<file path="src/verilog/fan_ramp_pkg.sv">
// Behaviour
// - Control bits 2:0 pick duty step per slot: 1,2,3,5,8,12,24,48.
// - With ramping on, output 1 duty walks toward each new target at that rate.
// - Slot length makes 33% to 100% take about 35 s slowest, 0.8 s fastest.
// - Ramping applies to output 1 only while control bit 3 is one.
// - Bit 4 high: sense inputs 2, 3 and 4 measured in step with output 3.
// - Bit 4 low: only sense inputs 3 and 4 follow output 3.
// - Auto mode below threshold: output 1 goes 0%, or minimum duty if bit 5 set.
// - Auto mode below threshold: output 2 goes 0%, or minimum duty if bit 6 set.
// - Auto mode below threshold: output 3 goes 0%, or minimum duty if bit 7 set.
package fan_ramp_pkg;
  localparam int ADDR_W = 8;
  localparam logic [ADDR_W-1:0] CTRL_OFFSET = 8'h00;
  localparam logic [ADDR_W-1:0] STATUS_OFFSET = 8'h04;
  localparam logic [7:0] CTRL_RESET = 8'h00;
  localparam int RATE_LSB = 0;
  localparam int EN_BIT = 3;
  localparam int SYNC_BIT = 4;
  localparam int HOLD1_BIT = 5;
  localparam int HOLD2_BIT = 6;
  localparam int HOLD3_BIT = 7;
  localparam int STAT_TARGET_LSB = 8;
  localparam int STAT_RAMP_BIT = 16;
  localparam logic [1:0] RESP_OKAY = 2'b00;
  localparam logic [1:0] RESP_DECERR = 2'b11;
  localparam int CLK_HZ = 125_000_000;
  // 170 unit steps of 205 ms cover 33% to 100% of an 8-bit duty in about 35 s
  localparam int SLOT_TIME_US = 205_000;
  localparam int SLOT_CYCLES = SLOT_TIME_US * (CLK_HZ / 1_000_000);
  localparam int PWM_TICK_CYCLES = 16;
  localparam logic [7:0] DUTY_ZERO = 8'h00;
  localparam logic [7:0] DUTY_FULL = 8'hff;
  localparam logic [7:0] RAMP_STEPS [8] = '{8'h01, 8'h02, 8'h03, 8'h05,
                                             8'h08, 8'h0c, 8'h18, 8'h30};

  typedef enum logic [1:0] {
    RAMP_IDLE = 2'b00,
    RAMP_RUN = 2'b01
  } ramp_state_t;

  function automatic logic [7:0] ramp_step(input logic [2:0] code);
    return RAMP_STEPS[code];
  endfunction

  function automatic logic [7:0] eff_target(input logic [7:0] target, input logic [7:0] min_duty,
                                            input logic hold, input logic auto_mode,
                                            input logic below);
    if (auto_mode && below) begin
      return hold ? min_duty : DUTY_ZERO;
    end
    return target;
  endfunction
endpackage
</file>
<file path="src/verilog/fan_pwm_acoustic_ramp_ctrl.sv">
`timescale 1ns/1ps
module fan_pwm_acoustic_ramp_ctrl
  import fan_ramp_pkg::*;
#(
  parameter int SLOT_CYC = SLOT_CYCLES,
  parameter int PWM_DIV = PWM_TICK_CYCLES
) (
  // Clock and reset
  input wire logic clk_in,
  input wire logic rst_n_in,
  // AXI4-Lite write
  input wire logic [ADDR_W-1:0] s_axi_awaddr_in,
  input wire logic s_axi_awvalid_in,
  output logic s_axi_awready_out,
  input wire logic [31:0] s_axi_wdata_in,
  input wire logic [3:0] s_axi_wstrb_in,
  input wire logic s_axi_wvalid_in,
  output logic s_axi_wready_out,
  output logic [1:0] s_axi_bresp_out,
  output logic s_axi_bvalid_out,
  input wire logic s_axi_bready_in,
  // AXI4-Lite read
  input wire logic [ADDR_W-1:0] s_axi_araddr_in,
  input wire logic s_axi_arvalid_in,
  output logic s_axi_arready_out,
  output logic [31:0] s_axi_rdata_out,
  output logic [1:0] s_axi_rresp_out,
  output logic s_axi_rvalid_out,
  input wire logic s_axi_rready_in,
  // Automatic control loop
  input wire logic auto_mode_in,
  input wire logic [2:0] below_thresh_in,
  input wire logic [7:0] target_duty_in1,
  input wire logic [7:0] target_duty_in2,
  input wire logic [7:0] target_duty_in3,
  input wire logic [7:0] min_duty_in1,
  input wire logic [7:0] min_duty_in2,
  input wire logic [7:0] min_duty_in3,
  // Tachometer inputs
  input wire logic speed_sense_in2,
  input wire logic speed_sense_in3,
  input wire logic speed_sense_in4,
  // Fan drives and measurement timing
  output logic fan_drive_out1,
  output logic fan_drive_out2,
  output logic fan_drive_out3,
  output logic [2:0] sense_sync_out,
  output logic [2:0] sense_pulse_out
);

  localparam int SW = $clog2(SLOT_CYC);
  localparam int DW = $clog2(PWM_DIV + 1);

  if (SLOT_CYC < 2 || PWM_DIV < 1) begin : g_bad_param
    $error("SLOT_CYC must be at least 2 and PWM_DIV at least 1");
  end

  // Register bus and control register
  logic [7:0] ctrl_r, ctrl_nxt;
  logic aw_got_r, aw_got_nxt, w_got_r, w_got_nxt;
  logic [ADDR_W-1:0] awaddr_r, awaddr_nxt;
  logic [31:0] wdata_r, wdata_nxt;
  logic wstrb0_r, wstrb0_nxt;
  logic awready_r, awready_nxt, wready_r, wready_nxt;
  logic bvalid_r, bvalid_nxt, arready_r, arready_nxt, rvalid_r, rvalid_nxt;
  logic [1:0] bresp_r, bresp_nxt, rresp_r, rresp_nxt;
  logic [31:0] rdata_r, rdata_nxt;

  // Ramp and drive state
  ramp_state_t state_r, state_nxt;
  logic [7:0] duty1_r, duty1_nxt;
  logic [7:0] tgt_r [3];
  logic [SW-1:0] slot_cnt_r, slot_cnt_nxt;
  logic slot_tick_r, slot_tick_nxt;
  logic [7:0] step_now, up_expect;
  logic [DW-1:0] div_cnt_r, div_cnt_nxt;
  logic [7:0] pwm_cnt_r, pwm_cnt_nxt;
  logic [2:0] pwm_r, pwm_nxt;
  logic [7:0] duty_vec [3];
  logic [7:0] target_vec [3];
  logic [7:0] min_vec [3];
  logic [2:0] hold_vec, sense_vec;

  assign step_now = ramp_step(ctrl_r[RATE_LSB +: 3]);
  assign up_expect = duty1_r + step_now;
  assign target_vec = '{target_duty_in1, target_duty_in2, target_duty_in3};
  assign min_vec = '{min_duty_in1, min_duty_in2, min_duty_in3};
  assign hold_vec = {ctrl_r[HOLD3_BIT], ctrl_r[HOLD2_BIT], ctrl_r[HOLD1_BIT]};
  assign sense_vec = {speed_sense_in4, speed_sense_in3, speed_sense_in2};
  assign duty_vec = '{duty1_r, tgt_r[1], tgt_r[2]};

  always_comb begin
    ctrl_nxt = ctrl_r;
    aw_got_nxt = aw_got_r;
    w_got_nxt = w_got_r;
    awaddr_nxt = awaddr_r;
    wdata_nxt = wdata_r;
    wstrb0_nxt = wstrb0_r;
    bvalid_nxt = bvalid_r;
    bresp_nxt = bresp_r;
    rvalid_nxt = rvalid_r;
    rresp_nxt = rresp_r;
    rdata_nxt = rdata_r;
    if (s_axi_awvalid_in && awready_r) begin
      aw_got_nxt = 1'b1;
      awaddr_nxt = s_axi_awaddr_in;
    end
    if (s_axi_wvalid_in && wready_r) begin
      w_got_nxt = 1'b1;
      wdata_nxt = s_axi_wdata_in;
      wstrb0_nxt = s_axi_wstrb_in[0];
    end
    if (bvalid_r && s_axi_bready_in) begin
      bvalid_nxt = 1'b0;
    end
    if (aw_got_nxt && w_got_nxt && !bvalid_r) begin
      aw_got_nxt = 1'b0;
      w_got_nxt = 1'b0;
      bvalid_nxt = 1'b1;
      bresp_nxt = RESP_OKAY;
      if (awaddr_nxt[ADDR_W-1:2] == CTRL_OFFSET[ADDR_W-1:2]) begin
        if (wstrb0_nxt) begin
          ctrl_nxt = wdata_nxt[7:0];
        end
      end else if (awaddr_nxt[ADDR_W-1:2] != STATUS_OFFSET[ADDR_W-1:2]) begin
        bresp_nxt = RESP_DECERR;
      end
    end
    if (rvalid_r && s_axi_rready_in) begin
      rvalid_nxt = 1'b0;
    end
    if (s_axi_arvalid_in && arready_r) begin
      rvalid_nxt = 1'b1;
      rresp_nxt = RESP_OKAY;
      rdata_nxt = 32'h0000_0000;
      if (s_axi_araddr_in[ADDR_W-1:2] == CTRL_OFFSET[ADDR_W-1:2]) begin
        rdata_nxt[7:0] = ctrl_r;
      end else if (s_axi_araddr_in[ADDR_W-1:2] == STATUS_OFFSET[ADDR_W-1:2]) begin
        rdata_nxt[7:0] = duty1_r;
        rdata_nxt[STAT_TARGET_LSB +: 8] = tgt_r[0];
        rdata_nxt[STAT_RAMP_BIT] = (state_r == RAMP_RUN);
      end else begin
        rresp_nxt = RESP_DECERR;
      end
    end
    awready_nxt = !aw_got_nxt && !bvalid_nxt;
    wready_nxt = !w_got_nxt && !bvalid_nxt;
    arready_nxt = !rvalid_nxt;
  end

  always_ff @(posedge clk_in or negedge rst_n_in) begin
    if (!rst_n_in) begin
      ctrl_r <= CTRL_RESET;
      aw_got_r <= 1'b0;
      w_got_r <= 1'b0;
      awaddr_r <= '0;
      wdata_r <= '0;
      wstrb0_r <= 1'b0;
      awready_r <= 1'b0;
      wready_r <= 1'b0;
      bvalid_r <= 1'b0;
      bresp_r <= RESP_OKAY;
      arready_r <= 1'b0;
      rvalid_r <= 1'b0;
      rresp_r <= RESP_OKAY;
      rdata_r <= '0;
    end else begin
      ctrl_r <= ctrl_nxt;
      aw_got_r <= aw_got_nxt;
      w_got_r <= w_got_nxt;
      awaddr_r <= awaddr_nxt;
      wdata_r <= wdata_nxt;
      wstrb0_r <= wstrb0_nxt;
      awready_r <= awready_nxt;
      wready_r <= wready_nxt;
      bvalid_r <= bvalid_nxt;
      bresp_r <= bresp_nxt;
      arready_r <= arready_nxt;
      rvalid_r <= rvalid_nxt;
      rresp_r <= rresp_nxt;
      rdata_r <= rdata_nxt;
    end
  end

  assign s_axi_awready_out = awready_r;
  assign s_axi_wready_out = wready_r;
  assign s_axi_bvalid_out = bvalid_r;
  assign s_axi_bresp_out = bresp_r;
  assign s_axi_arready_out = arready_r;
  assign s_axi_rvalid_out = rvalid_r;
  assign s_axi_rresp_out = rresp_r;
  assign s_axi_rdata_out = rdata_r;

  // Per-output target and tachometer timing
  for (genvar i = 0; i < 3; i++) begin : g_chan
    logic [7:0] tgt_nxt;
    logic sync_r, sync_nxt, pulse_r, pulse_nxt;
    always_comb begin
      tgt_nxt = eff_target(target_vec[i], min_vec[i], hold_vec[i], auto_mode_in,
                           below_thresh_in[i]);
      sync_nxt = (i != 0) || ctrl_r[SYNC_BIT];
      pulse_nxt = sense_vec[i] && (!sync_r || pwm_r[2]);
    end
    always_ff @(posedge clk_in or negedge rst_n_in) begin
      if (!rst_n_in) begin
        tgt_r[i] <= DUTY_ZERO;
        sync_r <= 1'b0;
        pulse_r <= 1'b0;
      end else begin
        tgt_r[i] <= tgt_nxt;
        sync_r <= sync_nxt;
        pulse_r <= pulse_nxt;
      end
    end
    assign sense_sync_out[i] = sync_r;
    assign sense_pulse_out[i] = pulse_r;
  end

  // Output 1 slew toward its target
  always_comb begin
    slot_tick_nxt = (slot_cnt_r == SW'(SLOT_CYC - 1));
    slot_cnt_nxt = slot_tick_nxt ? '0 : slot_cnt_r + 1'b1;
    duty1_nxt = duty1_r;
    if (!ctrl_r[EN_BIT]) begin
      duty1_nxt = tgt_r[0];
    end else if (slot_tick_r && state_r == RAMP_RUN) begin
      if (tgt_r[0] > duty1_r) begin
        duty1_nxt = (tgt_r[0] - duty1_r > step_now) ? up_expect : tgt_r[0];
      end else begin
        duty1_nxt = (duty1_r - tgt_r[0] > step_now) ? duty1_r - step_now : tgt_r[0];
      end
    end
    state_nxt = (ctrl_r[EN_BIT] && duty1_nxt != tgt_r[0]) ? RAMP_RUN : RAMP_IDLE;
  end

  // Pulse-width generation
  always_comb begin
    div_cnt_nxt = div_cnt_r + 1'b1;
    pwm_cnt_nxt = pwm_cnt_r;
    if (div_cnt_r == DW'(PWM_DIV - 1)) begin
      div_cnt_nxt = '0;
      pwm_cnt_nxt = pwm_cnt_r + 8'h01;
    end
    for (int k = 0; k < 3; k++) begin
      pwm_nxt[k] = (duty_vec[k] == DUTY_FULL) || (pwm_cnt_r < duty_vec[k]);
    end
  end

  always_ff @(posedge clk_in or negedge rst_n_in) begin
    if (!rst_n_in) begin
      state_r <= RAMP_IDLE;
      duty1_r <= DUTY_ZERO;
      slot_cnt_r <= '0;
      slot_tick_r <= 1'b0;
      div_cnt_r <= '0;
      pwm_cnt_r <= 8'h00;
      pwm_r <= 3'b000;
    end else begin
      state_r <= state_nxt;
      duty1_r <= duty1_nxt;
      slot_cnt_r <= slot_cnt_nxt;
      slot_tick_r <= slot_tick_nxt;
      div_cnt_r <= div_cnt_nxt;
      pwm_cnt_r <= pwm_cnt_nxt;
      pwm_r <= pwm_nxt;
    end
  end

  assign fan_drive_out1 = pwm_r[0];
  assign fan_drive_out2 = pwm_r[1];
  assign fan_drive_out3 = pwm_r[2];

  // Checks
  property p_ramp_step;
    @(posedge clk_in) disable iff (!rst_n_in)
    ctrl_r[EN_BIT] && slot_tick_r && state_r == RAMP_RUN && tgt_r[0] > duty1_r
      && (tgt_r[0] - duty1_r) > step_now
      |=> duty1_r - $past(duty1_r) == RAMP_STEPS[$past(ctrl_r[RATE_LSB +: 3])];
  endproperty
  a_ramp_step: assert property (p_ramp_step) else $error("ramp step wrong");

  property p_ramp_hold;
    @(posedge clk_in) disable iff (!rst_n_in)
    ctrl_r[EN_BIT] && !slot_tick_r |=> $stable(duty1_r);
  endproperty
  a_ramp_hold: assert property (p_ramp_hold) else $error("duty moved between slots");

  property p_slot_wrap;
    @(posedge clk_in) disable iff (!rst_n_in)
    slot_tick_r |-> slot_cnt_r == '0 ##1 slot_cnt_r == SW'(1);
  endproperty
  a_slot_wrap: assert property (p_slot_wrap) else $error("slot timing wrong");

  property p_direct_load;
    @(posedge clk_in) disable iff (!rst_n_in)
    !ctrl_r[EN_BIT] |=> duty1_r == $past(tgt_r[0]) && state_r == RAMP_IDLE;
  endproperty
  a_direct_load: assert property (p_direct_load) else $error("direct load missed");

  property p_sync_all;
    @(posedge clk_in) disable iff (!rst_n_in)
    ctrl_r[SYNC_BIT] |=> sense_sync_out == 3'b111;
  endproperty
  a_sync_all: assert property (p_sync_all) else $error("sense 2 not synced");

  property p_sync_part;
    @(posedge clk_in) disable iff (!rst_n_in)
    !ctrl_r[SYNC_BIT] |=> sense_sync_out == 3'b110;
  endproperty
  a_sync_part: assert property (p_sync_part) else $error("sense sync wrong");

  property p_floor1;
    @(posedge clk_in) disable iff (!rst_n_in)
    auto_mode_in && below_thresh_in[0]
      |=> tgt_r[0] == ($past(hold_vec[0]) ? $past(min_duty_in1) : DUTY_ZERO);
  endproperty
  a_floor1: assert property (p_floor1) else $error("output 1 floor wrong");

  property p_floor2;
    @(posedge clk_in) disable iff (!rst_n_in)
    auto_mode_in && below_thresh_in[1] && !hold_vec[1] |=> tgt_r[1] == DUTY_ZERO;
  endproperty
  a_floor2: assert property (p_floor2) else $error("output 2 floor wrong");

  property p_floor3;
    @(posedge clk_in) disable iff (!rst_n_in)
    auto_mode_in && below_thresh_in[2] && hold_vec[2] |=> tgt_r[2] == $past(min_duty_in3);
  endproperty
  a_floor3: assert property (p_floor3) else $error("output 3 floor wrong");

endmodule

</file>
<file path="config.mk">
export PLATFORM = sky130hd
export DESIGN_NAME = fan_pwm_acoustic_ramp_ctrl
export DESIGN_NICKNAME = d
export VERILOG_FILES = /design/src/verilog/fan_ramp_pkg.sv /design/src/verilog/fan_pwm_acoustic_ramp_ctrl.sv
export SDC_FILE = /design/constraint.sdc
export NUM_CORES = 1
export LEC_CHECK = 0
export BUFFER_PORTS_ARGS = -buffer_cell sky130_fd_sc_hd__buf_2
export CORE_UTILIZATION = 45
export CTS_CLUSTER_SIZE = 40
export DETAILED_ROUTE_END_ITERATION = 10
export PLACE_DENSITY_LB_ADDON = 0.05
export SYNTH_ARGS = -nofsm -noshare
export SYNTH_HDL_FRONTEND = slang
export SYNTH_SLANG_ARGS = --single-unit
</file>
<file path="constraint.sdc">
create_clock -name clk_in -period 8.8 [get_ports clk_in]
set_input_delay 0.44 -clock clk_in [delete_from_list [all_inputs] [get_ports clk_in]]
set_output_delay 0.44 -clock clk_in [all_outputs]
set_load 0.01 [all_outputs]
</file>
## After elaboration in Yosys (flattened, before gate mapping)

Memories as Yosys holds them, arrays and structs flattened.
Cells that the tools add are included.

- Bits in read-only memories: 64
- RAM bits: 0
- Output and inout port bits: 50
- Bits in registers: 133
- Logic and storage cells: 127
- Bits in latches: 0
- Memories: 1

- Mux-type cells: 40
- Multiply operators: 0
- Add/sub/neg operators: 7
- Div/mod/pow operators: 0
- Reductions and logical operators: 32
- Bitwise gates (word level): 1
- Equal/unequal tests: 9
- Order comparisons: 7
- Shifts and indexed selects: 0

Memory list:

| name | depth | width | read ports | clocked after Yosys merged registers in | write ports | RTL line | source |
|---|---|---|---|---|---|---|---|
| (name not given) | 8 | 8 | 1 | 0 | 0 | fan_ramp_pkg.sv:42 | `return RAMP_STEPS[code];` |

Operators with widths:

| cell | count |
|---|---|
| $mux W8 | 19 |
| $add A25 B1 Y25 const B | 1 |
| $eq A25 B25 Y1 const B | 1 |
| $mux W25 | 1 |
| $eq A8 B8 Y1 const B | 3 |
| $gt A8 B8 Y1 | 3 |
| $lt A8 B8 Y1 | 3 |
| $sub A8 B8 Y8 | 3 |
| $logic_and A1 B1 Y1 | 17 |
| $mux W17 | 1 |
| $mux W1 | 13 |
| $logic_not A6 Y1 | 2 |
| $mux W9 | 1 |
| $add A8 B1 Y8 const B | 1 |
| $add A8 B8 Y8 | 1 |
| $mux W2 | 4 |
| $ne A8 B8 Y1 | 1 |
| $logic_not A1 Y1 | 7 |
| $eq A6 B1 Y1 const B | 1 |
| $ne A6 B1 Y1 const B | 1 |
| $add A5 B1 Y5 const B | 1 |
| $eq A5 B4 Y1 const B | 1 |
| $logic_or A1 B1 Y1 | 5 |
| $mux W5 | 1 |
| 4 further kinds | 4 |

## Logic depth before layout (Yosys ltp)

Gate-level depths: netlist (run 1).

- Word-level depth: 12
- Depth in mapped cells: 19
- Gate-level depth less buffers: 18

## Worst setup path after synthesis (run 1)

No wires, ideal clock.

- Path kind: reg2reg
- Start point: register duty1_r[1]
- End point: register state_r[0]
- Path slack: 4.882 ns
- Setup time: 0.136 ns
- Data required time: 8.664 ns
- Data arrival time: 3.781 ns
- Clock period less this slack: 3.918 ns
- Cell stages (with the launch flop): 18
- Path through: dfrtp_1 inv_1 ha_1 nand3b_1 nand2_1 a21o_1 a21oi_1 xnor2_1 ha_1 nand4_1 o22ai_1 a21oi_1 a211oi_4 or2_2 o31ai_1 mux2_2 o41ai_2 nand3_1

- Longest elaborated chain between the ends: 9
- Elaborated cells on any way between the ends: 15

Ends and longest elaborated chain:

| item | RTL line | source |
|---|---|---|
| from (decl) | fan_pwm_acoustic_ramp_ctrl.sv:71 | `logic [7:0] duty1_r, duty1_nxt;` |
| from (signal assigned) | fan_pwm_acoustic_ramp_ctrl.sv:260 | `duty1_r <= duty1_nxt;` |
| $sub A8 B8 Y8 (on tied branches) | fan_pwm_acoustic_ramp_ctrl.sv:230, fan_pwm_acoustic_ramp_ctrl.sv:228 |  |
| $gt A8 B8 Y1 (on tied branches) | fan_pwm_acoustic_ramp_ctrl.sv:230, fan_pwm_acoustic_ramp_ctrl.sv:228 |  |
| $mux W8 (on tied branches) | fan_pwm_acoustic_ramp_ctrl.sv:230, fan_pwm_acoustic_ramp_ctrl.sv:228 |  |
| $mux W8 | fan_pwm_acoustic_ramp_ctrl.sv:227 | `if (tgt_r[0] > duty1_r) begin` |
| $mux W8 * | fan_pwm_acoustic_ramp_ctrl.sv:226 | `end else if (slot_tick_r && state_r == RAMP_RUN) begin` |
| $mux W8 * | fan_pwm_acoustic_ramp_ctrl.sv:224 | `if (!ctrl_r[EN_BIT]) begin` |
| $ne A8 B8 Y1 * | fan_pwm_acoustic_ramp_ctrl.sv:233 | `state_nxt = (ctrl_r[EN_BIT] && duty1_nxt != tgt_r[0]) ? RAMP_RUN : RAMP_IDLE;` |
| $logic_and A1 B1 Y1 * | fan_pwm_acoustic_ramp_ctrl.sv:233 |  |
| $mux W1 * | fan_pwm_acoustic_ramp_ctrl.sv:233 |  |
| named net state_nxt[0] | fan_pwm_acoustic_ramp_ctrl.sv:70 | `ramp_state_t state_r, state_nxt;` |
| to (signal assigned) | fan_pwm_acoustic_ramp_ctrl.sv:259 | `state_r <= state_nxt;` |
| to (decl) | fan_pwm_acoustic_ramp_ctrl.sv:70 |  |

The timed path passes the listed nets; every way through them passes the cells marked *.
A chain may end at the register's enable or synchronous reset.

## Worst setup path in the final report (run 1)

Ends and elaborated chain as after synthesis.

==> impl_metrics.csv, run 1 <==
group,metric,value,unit
critical_path,cp-start-kind,"register",
grt,grt_pass1_vias,6483,
place,dp_cells,1144,
place,port_buffers,117,
logic_synthesis,yosys-top-cells-area,"dfrtp_1, ha_1, nand2_1, mux2_2, o21ai_0",
timing,setup_viol,0,
place,gp_congestion,0.925,
timing,maxSlewHeadroom,28.2,%
final_layout,stdcell_count,1176,
logic_synthesis,ys.flop_type,"dfrtp_1",
logic_synthesis,ys_seq_elements,129,
clock_tree,cts_sinks,129,
floorplan,dieArea,18200,µm²
timing,timing.hold.ws,-0.00149,ns
grt,grt_max_degree,88,
logic_synthesis,yosysSeqAreaShare,40.7,%
logic_synthesis,netlist.area_leader.share,40.7,%
drt,drt_iter0_drc,248,
floorplan,dieHeight,135,µm
floorplan,rows,48,
timing,hold_viol,2,
timing,maxSlewViolCount,0,
drt,postRouteAntennaNets,0,
drt,wirelength,20000,µm
timing,final.min_clock_period,4.89,ns
power,powerDensity,287,nW/µm²
grt,grt_pass1_wl,32800,µm
status,failed_checks,"negative hold slack",
logic_synthesis,ys_types,71,
place,pre_cts_slack,4.08,ns
logic_synthesis,synth_area,7940,µm²
critical_path,end_kind,"register",
timing,finClkSkew,0.00776,ns
drt,dr.pass1.iters,4,
timing,fin_setup_tns,0,ns
critical_path,cp_max_fo,10,
timing,tightest_slew,1.08,ns
status,outcome,"complete, but fails checks",
logic_synthesis,synth-edff-count,0,
clock_tree,cts_made_buffers,17,
clock_tree,insertion_delay,0.42,ns
logic_synthesis,post_synth.cell_area_avg,9.51,µm²
clock_tree,cts_resized,0,
clock_tree,post_cts_buffers,0,
run,cap_violations,0,
floorplan,die_x,135,µm
drt,drt-vias-per-instance,5.43,
clock_tree,cts_hold_buf,0,
floorplan,core_region_area,17200,µm²
timing,max_freq,0.204,GHz
drt,routedWlPerCell,17.0,µm
final_layout,drive_above_1_share,20.3,%
grt,overflow,0,
critical_path,worstSetupPathType,"register to register",
final_layout,syn2layout_area_growth,15.6,%
timing,finalCritPeriodShare,55.6,%
drt,num_vias,6391,
logic_synthesis,synthCells,835,
critical_path,required,9.09,ns
clock_tree,htree_levels,4,
clock_tree,clk_pin_slew,0.06,ns
logic_synthesis,post-synth-top-count-cell,"dfrtp_1",
grt,grtUsageTotal,23.5,%
place,dp_hpwl,15400,µm
clock_tree,ctsLongestPathBuffers,2,
critical_path,crit_path_start,"duty1_r[1]$_DFF_PN0_",
critical_path,rr_startpoint,"duty1_r[1]$_DFF_PN0_",
drt,drc,0,
clock_tree,cts-root-buf,"clkbuf_16",
grt,antenna_found_initial,1,
logic_synthesis,yosysTopAreaCell,"dfrtp_1",
floorplan,start_util,46.1,%
logic_synthesis,yosys_warnings,0,
floorplan,ioPinCount,164,
critical_path,arrival,5.18,ns
logic_synthesis,synth_common_cells,"dfrtp_1, nand2_1, ha_1",
clock_tree,cts_tree,"done",
timing,fin_ws,3.91,ns
power,p_leak,4.43,nW
power,peakVddDrop,0.143,mV
timing,rsz0062_at_grt,"no",
final_layout,nets,1120,
logic_synthesis,async_reset_ff_share,100,%
worst_hold_path,hp-class,"input port to asynchronous set/reset pin",
[critical path: stages (launching register included)]
cell and delay [ns]:
dfrtp_1 0.68, inv_1 0.28, ha_1 0.39, nand3b_1 0.12, nand2_1 0.10, a21o_1 0.18
a21oi_1 0.18, xnor2_1 0.15, ha_1 0.28, a211oi_1 0.27, o221ai_1 0.16, o221ai_1 0.11
a21boi_4 0.34, a21oi_1 0.21, a21boi_0 0.18, a211oi_1 0.52, o22ai_1 0.16, o311ai_1 0.33
nand3_1 0.13
[placed cells by master (no fill, tap or decap), types with 7 or more instances in the layout]
cell       Yosys  layout
buf_2          3     116
and3_1        13      13
nor3_1        14      14
nor2b_1       13      13
mux2i_1       10      10
a21oi_1       32      32
o22ai_1        9       9
nand4_1       16      16
xor2_1        18      18
nand3_1       23      23
nand2b_1       8       8
inv_1         53      53
a22o_1        10      10
nor2_1        50      50
ha_1          64      64
xnor2_1       27      27
conb_1         2      16
o21a_1         7       7
o21ai_0       50      50
a211oi_1      11      11
a21o_1        17      17
mux2_2        24      24
nand2_1      101     101
dfrtp_1      129     129
clkbuf_16      0      17
[state kept, by name (all words and copies together), names as in the netlist, 6 cells and up]
name,flops
slot_cnt_r,25
s_axi_rdata_out,17
duty_vec,16
ctrl_r,8
duty1_r,8
pwm_cnt_r,8
tgt_r,8
wdata_r,8
awaddr_r,6
[layer usage]
metal	global-route usage, %	up-vias	share of wire [%]
met4	11.9	0	3.6
met5	0	-	0
li1	-	3107	-
met3	4.54	48	4.0
met1	29.6	3089	44
met2	38.4	147	49
[area by class of cell]
type	instances	area, µm²
fill	1625	8050
multi-input combinational	618	4280
sequential	129	3230
timing repair buffer	119	603
clock buffer	19	433
tap	225	282
inverter	53	199
clock inverter	12	159
antenna	1	2.50
[path summary, 6_finish.rpt]
check	to	slack, ns	cells after the start
worst max-delay path	state_r[0]$_DFF_PN0_	3.91	18
worst min-delay path	div_cnt_r[2]$_DFF_PN0_	-0.001	1
worst max register to register	state_r[0]$_DFF_PN0_	3.91	18
worst min register to register	slot_cnt_r[0]$_DFF_PN0_	0.46	1
max in group asynchronous	ctrl_r[6]$_DFFE_PN0P_	7.31	2
min in group clk_in	g_chan[1].pulse_r$_DFF_PN0_	0.23	2
[metrics by stage]
stage / power [mW] / cell area, µm² / utilization (%) / hold WS (ns)
after floorplan: 1.64 / 7990 / - / 0.144
after global placement: 1.90 / 8590 / 49.8 / 0.440
after detailed placement: 1.93 / 8590 / 49.8 / 0.450
after CTS: 2.65 / 9180 / 53.3 / 0.00682
after global routing: 2.82 / 9180 / 53.3 / 0.0395
final: 2.64 / 9180 / 53.3 / -0.00149
[report_power, final]
group	internal [mW]	total (mW)	switching [mW]
sequential	0.682	0.799	0.117
clock	0.446	0.706	0.260
combinational	0.473	1.13	0.659
[kinds of logic (layout without fill, tap and decap cells)]
family | Yosys count | count (layout) | share of synthesized area [%]
DFF | 129 | 129 | 40.7
AOI/OAI and AO/OA | 185 | 185 | 15.9
adders and majority gates | 68 | 68 | 11.1
other | 2 | 17 | 0.0946
buffers and inverters | 102 | 203 | 6.15
and+or+nand+nor | 270 | 270 | 16.5
xor gates and xnor gates | 45 | 45 | 4.96
muxes | 34 | 34 | 4.66
Power figures use the tool's default switching activity.
==> inputs of run 2 (changes only) <==
==> constraint.sdc (replaced) <==
create_clock -name clk_in -period 4.15 [get_ports clk_in]
set_input_delay 0.2075 -clock clk_in [delete_from_list [all_inputs] [get_ports clk_in]]
set_output_delay 0.2075 -clock clk_in [all_outputs]
set_load 0.01 [all_outputs]
==> run 2 against run 1 <==
The flow now finishes without violations. Final area up 6.1%. Combinational power rose to 2.6 times the previous value. Die area unchanged. Wire length grew 2.5%. Sequential power is 100% higher. Non-clock buffer count rose by 51. Via count up 2.9%. Sequential share of layout area fell by 2.0 points. First-iteration DRC count up 40%. Worst hold slack better by 0.012 ns. Critical endpoint unchanged. Largest cell class unchanged.
==> impl_metrics.csv, run 2 (synthesis gave the netlist of run 1 again) <==
group,metric,value,unit
status,outcome,"complete, no violations",
timing,tightest_slew,0.974,ns
drt,drt-vias-per-instance,5.37,
final_layout,layout.cells.most_common,"dfrtp_1",
grt,grt_max_degree,78,
place,pre_cts_slack,-0.00180,ns
power,powerDensity,629,nW/µm²
grt,grt_pass1_vias,6492,
clock_tree,cts_sinks,129,
timing,finClkSkew,0.00553,ns
floorplan,core_region_area,17200,µm²
timing,hold_viol,0,
drt,dr.pass1.iters,5,
grt,grt_pass1_wl,32800,µm
timing,final.min_clock_period,3.98,ns
clock_tree,insertion_delay,0.41,ns
critical_path,cp_max_fo,5,
clock_tree,cts_made_buffers,17,
timing,fin_ws,0.167,ns
floorplan,start_util,46.1,%
critical_path,cp_top_family,"compound AO/OA/AOI/OAI gates",
timing,maxSlewHeadroom,35.1,%
place,dp_hpwl,15900,µm
critical_path,cp-start-kind,"register",
clock_tree,cts-root-buf,"clkbuf_16",
final_layout,num_antenna_cells,0,
place,port_buffers,117,
floorplan,die_x,135,µm
critical_path,end_kind,"register",
timing,max_freq,0.251,GHz
floorplan,ioPinCount,164,
final_layout,regMostFlops,"slot_cnt_r",
critical_path,arrival,4.24,ns
drt,wirelength,20500,µm
final_layout,drive_above_1_share,25.8,%
critical_path,worstSetupPathType,"register to register",
grt,overflow,0,
clock_tree,ctsLongestPathBuffers,2,
final_layout,nets,1171,
power,finalPower,6.13,mW
critical_path,required,4.41,ns
floorplan,dieHeight,135,µm
drt,routedWlPerCell,16.7,µm
place,gp_congestion,0.945,
final_layout,fillCellCount,1516,
drt,drc,0,
floorplan,rows,48,
final_layout,final_cell_mix,"dfrtp_1, buf_2, nand2_1",
drt,drt_iter0_drc,348,
grt,antenna_found_initial,1,
final_layout,largest_register_ffs,25,
grt,grtUsageTotal,23.5,%
clock_tree,clk_pin_slew,0.05,ns
drt,postRouteAntennaNets,0,
timing,finalCritPeriodShare,96.0,%
clock_tree,cts_tree,"done",
floorplan,dieArea,18200,µm²
timing,maxSlewViolCount,0,
critical_path,cp_slowest_cell,"dfrtp_2",
critical_path,cpPeakStageDelay,0.43,ns
run,cap_violations,0,
drt,num_vias,6579,
final_layout,syn2layout_area_growth,22.7,%
worst_hold_path,hp-class,"input port to register",
clock_tree,htree_levels,4,
critical_path,crit_chain,"inv_1 -> ha_4 -> nand3b_1 -> nand2_2 -> a21o_1 -> a21oi_1 -> xnor2_1 -> ha_1 -> a211oi_2 -> o221ai_1 -> o221ai_2 -> a21boi_4 -> buf_4 -> nand2_2 -> buf_4 -> nand2_1 -> o41ai_1 -> a2111o_1 -> o41ai_2 -> nand3_1",
power,peakVddDrop,0.341,mV
critical_path,path_buf_inv,3,
timing,fin_setup_tns,0,ns
power,p_leak,4.70,nW
timing,setup_viol,0,
[run 2: changes by cell type in the layout (fill, tap and decap cells not counted), sizes merged, moves of 2 or more]
| cell | before | now |
|---|---|---|
| buf | 119 | 164 |
| clkbuf | 19 | 21 |
| dlygate4sd3 | 0 | 6 |
| inv | 56 | 53 |
[run 2: final timing paths]
| kind | start | endpoint | slack [ns] | depth (start not counted) |
|---|---|---|---|---|
| max in group asynchronous | rst_n_in | duty1_r[1]$_DFF_PN0_ | 2.73 | 3 |
| setup / recovery | duty1_r[1]$_DFF_PN0_ | state_r[0]$_DFF_PN0_ | 0.17 | 20 |
| hold / removal | target_duty_in3[0] | duty_vec[0]$_DFF_PN0_ | 0.01 | 3 |
| min in group asynchronous | rst_n_in | div_cnt_r[4]$_DFF_PN0_ | 0.46 | 2 |
| setup reg to reg | duty1_r[1]$_DFF_PN0_ | state_r[0]$_DFF_PN0_ | 0.17 | 20 |
| hold reg to reg | slot_cnt_r[0]$_DFF_PN0_ | slot_cnt_r[0]$_DFF_PN0_ | 0.45 | 1 |
[run 2: area by class of cell]
cell class / instances / area, µm² / area share [%]
Clock buffer: 21 / 470 / 4.83
Clock inverter: 10 / 158 / 1.62
Inverter: 53 / 199 / 2.04
Multi-Input combinational cell: 618 / 4390 / 45.1
Sequential cell: 129 / 3230 / 33.2
Tap cell: 225 / 282 / 2.89
Timing Repair Buffer: 170 / 1010 / 10.4
[run 2: stage by stage]
| step | instance area [µm²] | hold WS [ns] | std cells | util (%) |
|---|---|---|---|---|
| global placement | 8900 | 0.387 | 1186 | 51.7 |
| detailed placement | 8900 | 0.408 | 1186 | 51.7 |
| global route | 9740 | 0.0120 | 1226 | 56.5 |
| finish | 9740 | 0.0103 | 1226 | 56.5 |
| floorplan | 7990 | -0.0881 | 849 | - |
| CTS | 9600 | 0.0000777 | 1223 | 55.7 |
[run 2: per-layer routing]
| layer | global-route usage, % | vias to the layer above | part of all wire, % |
|---|---|---|---|
| met5 | 0 | - | 0 |
| met4 | 8.61 | 0 | 2.0 |
| met3 | 4.28 | 27 | 3.7 |
| met2 | 41.0 | 148 | 51 |
| met1 | 29.0 | 3208 | 43 |
| li1 | - | 3196 | - |
[run 2: what timing repair did]
item                       in CTS  in global routing
pin swaps                       0                  6
buffers inserted                0                  3
resized for setup               2                 23
hold buffers                    6                  0
hold endpoints to repair       36                  0
setup endpoints to repair       1                  2
[run 2: report_power, final]
part           total, mW  internal [mW]  switching, mW
clock network       1.56           1.05          0.516
logic               2.95           1.30           1.65
registers           1.62           1.45          0.166
total               6.13           3.80           2.33
[run 2: worst register-to-register path: cells and delay by family, from the launching register on]
family | cells | cell delay (ns)
adders and majority gates | 2 | 0.51
DFF | 1 | 0.43
AOI/OAI and AO/OA | 9 | 1.79
and+or+nand+nor | 5 | 0.49
buffers and inverters | 3 | 0.46
xor gates and xnor gates | 1 | 0.15
==> inputs of run 3 (changes only) <==
--- a/config.mk
+++ b/config.mk
@@ -10,6 +10,7 @@
 export CTS_CLUSTER_SIZE = 40
 export DETAILED_ROUTE_END_ITERATION = 10
 export PLACE_DENSITY_LB_ADDON = 0.05
+export SETUP_SLACK_MARGIN = 0.2
 export SYNTH_ARGS = -nofsm -noshare
 export SYNTH_HDL_FRONTEND = slang
 export SYNTH_SLANG_ARGS = --single-unit
==> constraint.sdc (replaced) <==
create_clock -name clk_in -period 4.15 [get_ports clk_in]
set_input_delay 0.2075 -clock clk_in [delete_from_list [all_inputs] [get_ports clk_in]]
set_output_delay 0.2075 -clock clk_in [all_outputs]
set_load 0.005 [all_outputs]
==> run 3 against run 2 <==
Final area rose by 2.6%. Wire length is 0.89% higher. Largest cell class unchanged. Via count up 0.15%. Clock skew is 0.0017 ns higher. Power up 4.0%. Worst hold slack got worse by 0.00054 ns. Clock power hardly changed. Sequential power hardly changed.
==> impl_metrics.csv, run 3 (synthesis gave the netlist of run 1 again) <==
group,metric,value,unit
status,outcome,"complete, no violations",
floorplan,start_util,46.1,%
critical_path,cp_top_family,"compound AO/OA/AOI/OAI gates",
clock_tree,cts_sinks,129,
power,p_leak,4.78,nW
critical_path,crit_chain,"inv_2 -> ha_4 -> inv_1 -> fa_2 -> a21o_1 -> a211oi_2 -> a21oi_1 -> ha_2 -> o21a_1 -> o221ai_2 -> a21boi_4 -> buf_4 -> buf_4 -> a211oi_1 -> nor2_1 -> o32ai_2 -> nor2_2 -> a221oi_2 -> nand3_1",
timing,tightest_slew,0.973,ns
final_layout,syn2layout_area_growth,25.9,%
timing,maxSlewViolCount,0,
timing,finalCritPeriodShare,94.6,%
place,pre_cts_slack,-0.00180,ns
final_layout,regMostFlops,"slot_cnt_r",
place,gp_congestion,0.945,
timing,setup_viol,0,
critical_path,required,4.42,ns
drt,drc,0,
drt,postRouteAntennaNets,0,
place,dp_hpwl,15900,µm
final_layout,final_cell_mix,"dfrtp_1, buf_2, nand2_1",
timing,rsz0062_at_grt,"yes",
drt,drt_iter0_drc,338,
critical_path,cpPeakStageDelay,0.45,ns
clock_tree,ctsLongestPathBuffers,2,
critical_path,path_buf_inv,4,
critical_path,cp_max_fo,4,
critical_path,cp_slowest_cell,"dfrtp_2",
floorplan,ioPinCount,164,
final_layout,final_area,9990,µm²
floorplan,dieArea,18200,µm²
clock_tree,cts-root-buf,"clkbuf_16",
critical_path,crit_top_cell,"buf_4",
drt,routedWlPerCell,16.7,µm
timing,max_freq,0.255,GHz
power,finalPower,6.37,mW
timing,final.min_clock_period,3.93,ns
grt,antenna_found_initial,1,
clock_tree,cts_tree,"done",
grt,grt_pass1_wl,33000,µm
critical_path,rrSetupSlack,0.22,ns
drt,dr.pass1.iters,5,
place,port_buffers,117,
final_layout,utilization,58.0,%
power,powerDensity,638,nW/µm²
timing,fin_ws,0.224,ns
floorplan,rows,48,
critical_path,arrival,4.19,ns
timing,finClkSkew,0.00721,ns
grt,grt_max_degree,78,
drt,wirelength,20700,µm
drt,num_vias,6589,
clock_tree,cts_made_buffers,17,
final_layout,layout.cells.most_common,"dfrtp_1",
drt,drt-vias-per-instance,5.32,
critical_path,worstSetupPathType,"register to register",
power,peakVddDrop,0.349,mV
final_layout,nets,1183,
critical_path,cp-start-kind,"register",
final_layout,largest_register_ffs,25,
final_layout,drive_above_1_share,29.1,%
floorplan,die_x,135,µm
floorplan,dieHeight,135,µm
clock_tree,clk_pin_slew,0.05,ns
place,place_area,8900,µm²
critical_path,end_kind,"register",
run,cap_violations,0,
worst_hold_path,hp-class,"input port to register",
clock_tree,htree_levels,4,
grt,grtUsageTotal,23.6,%
clock_tree,insertion_delay,0.41,ns
timing,maxSlewHeadroom,35.2,%
final_layout,stdcell_count,1239,
final_layout,fillCellCount,1504,
place,dp_cells,1186,
grt,overflow,0,
grt,grt_pass1_vias,6518,
timing,hold_viol,0,
floorplan,core_region_area,17200,µm²
[run 3: layer usage]
metal	wire [µm]	vias up	global-route usage (%)
li1	-	3223	-
met4	482	0	8.93
met2	10600	165	41.2
met5	0	-	0
met3	828	33	4.28
met1	8850	3168	29.0
[run 3: final timing paths]
check                                             start                        to  cells after the start
max in group asynchronous                      rst_n_in  pwm_cnt_r[3]$_DFFE_PN0P_                      3
worst min register to register  slot_cnt_r[0]$_DFF_PN0_   slot_cnt_r[0]$_DFF_PN0_                      1
worst max register to register      tgt_r[16]$_DFF_PN0_      state_r[0]$_DFF_PN0_                     19
worst max-delay path                tgt_r[16]$_DFF_PN0_      state_r[0]$_DFF_PN0_                     19
min in group asynchronous                      rst_n_in    div_cnt_r[4]$_DFF_PN0_                      2
worst min-delay path                 target_duty_in3[0]     duty_vec[0]$_DFF_PN0_                      3
[run 3: per-stage QoR]
stage / hold WS (ns) / setup TNS [ns]
after CTS: 0.0000785 / 0
after global routing: 0.0120 / 0
after floorplan: -0.0881 / 0
after detailed placement: 0.408 / -0.00180
after global placement: 0.387 / 0
final: 0.00974 / 0
[run 3: timing repair]
item,CTS,global route
gates cloned,0,0
pin swaps,2,32
hold buffers,6,0
endpoints found under the setup margin,2,4
endpoints found under the hold margin,36,0
resized for setup,17,41
setup buffers,2,13
[run 3: worst reg2reg max path, stage by stage, from the launching register on]
cell and delay (ns):
dfrtp_2 0.45, inv_2 0.09, ha_4 0.12, inv_1 0.05, fa_2 0.38, a21o_1 0.20
a211oi_2 0.17, a21oi_1 0.07, ha_2 0.33, o21a_1 0.13, o221ai_2 0.11, a21boi_4 0.17
buf_4 0.16, buf_4 0.13, a211oi_1 0.20, nor2_1 0.10, o32ai_2 0.43, nor2_2 0.09
a221oi_2 0.28, nand3_1 0.13
[run 3: cell type report]
| type | count | area [µm²] | share of cell area, % |
|---|---|---|---|
| tap | 225 | 282 | 2.82 |
| antenna | 1 | 2.50 | 0.0250 |
| multi-input combinational | 618 | 4530 | 45.4 |
| sequential | 129 | 3230 | 32.3 |
| clock inverter | 10 | 158 | 1.58 |
| timing repair buffer | 182 | 1120 | 11.2 |
| clock buffer | 21 | 470 | 4.71 |
| inverter | 53 | 199 | 1.99 |
[run 3: power breakdown]
part           switching [mW]  internal, mW
clock                   0.517          1.05
sequential              0.165          1.45
combinational            1.74          1.46
total                    2.42          3.96
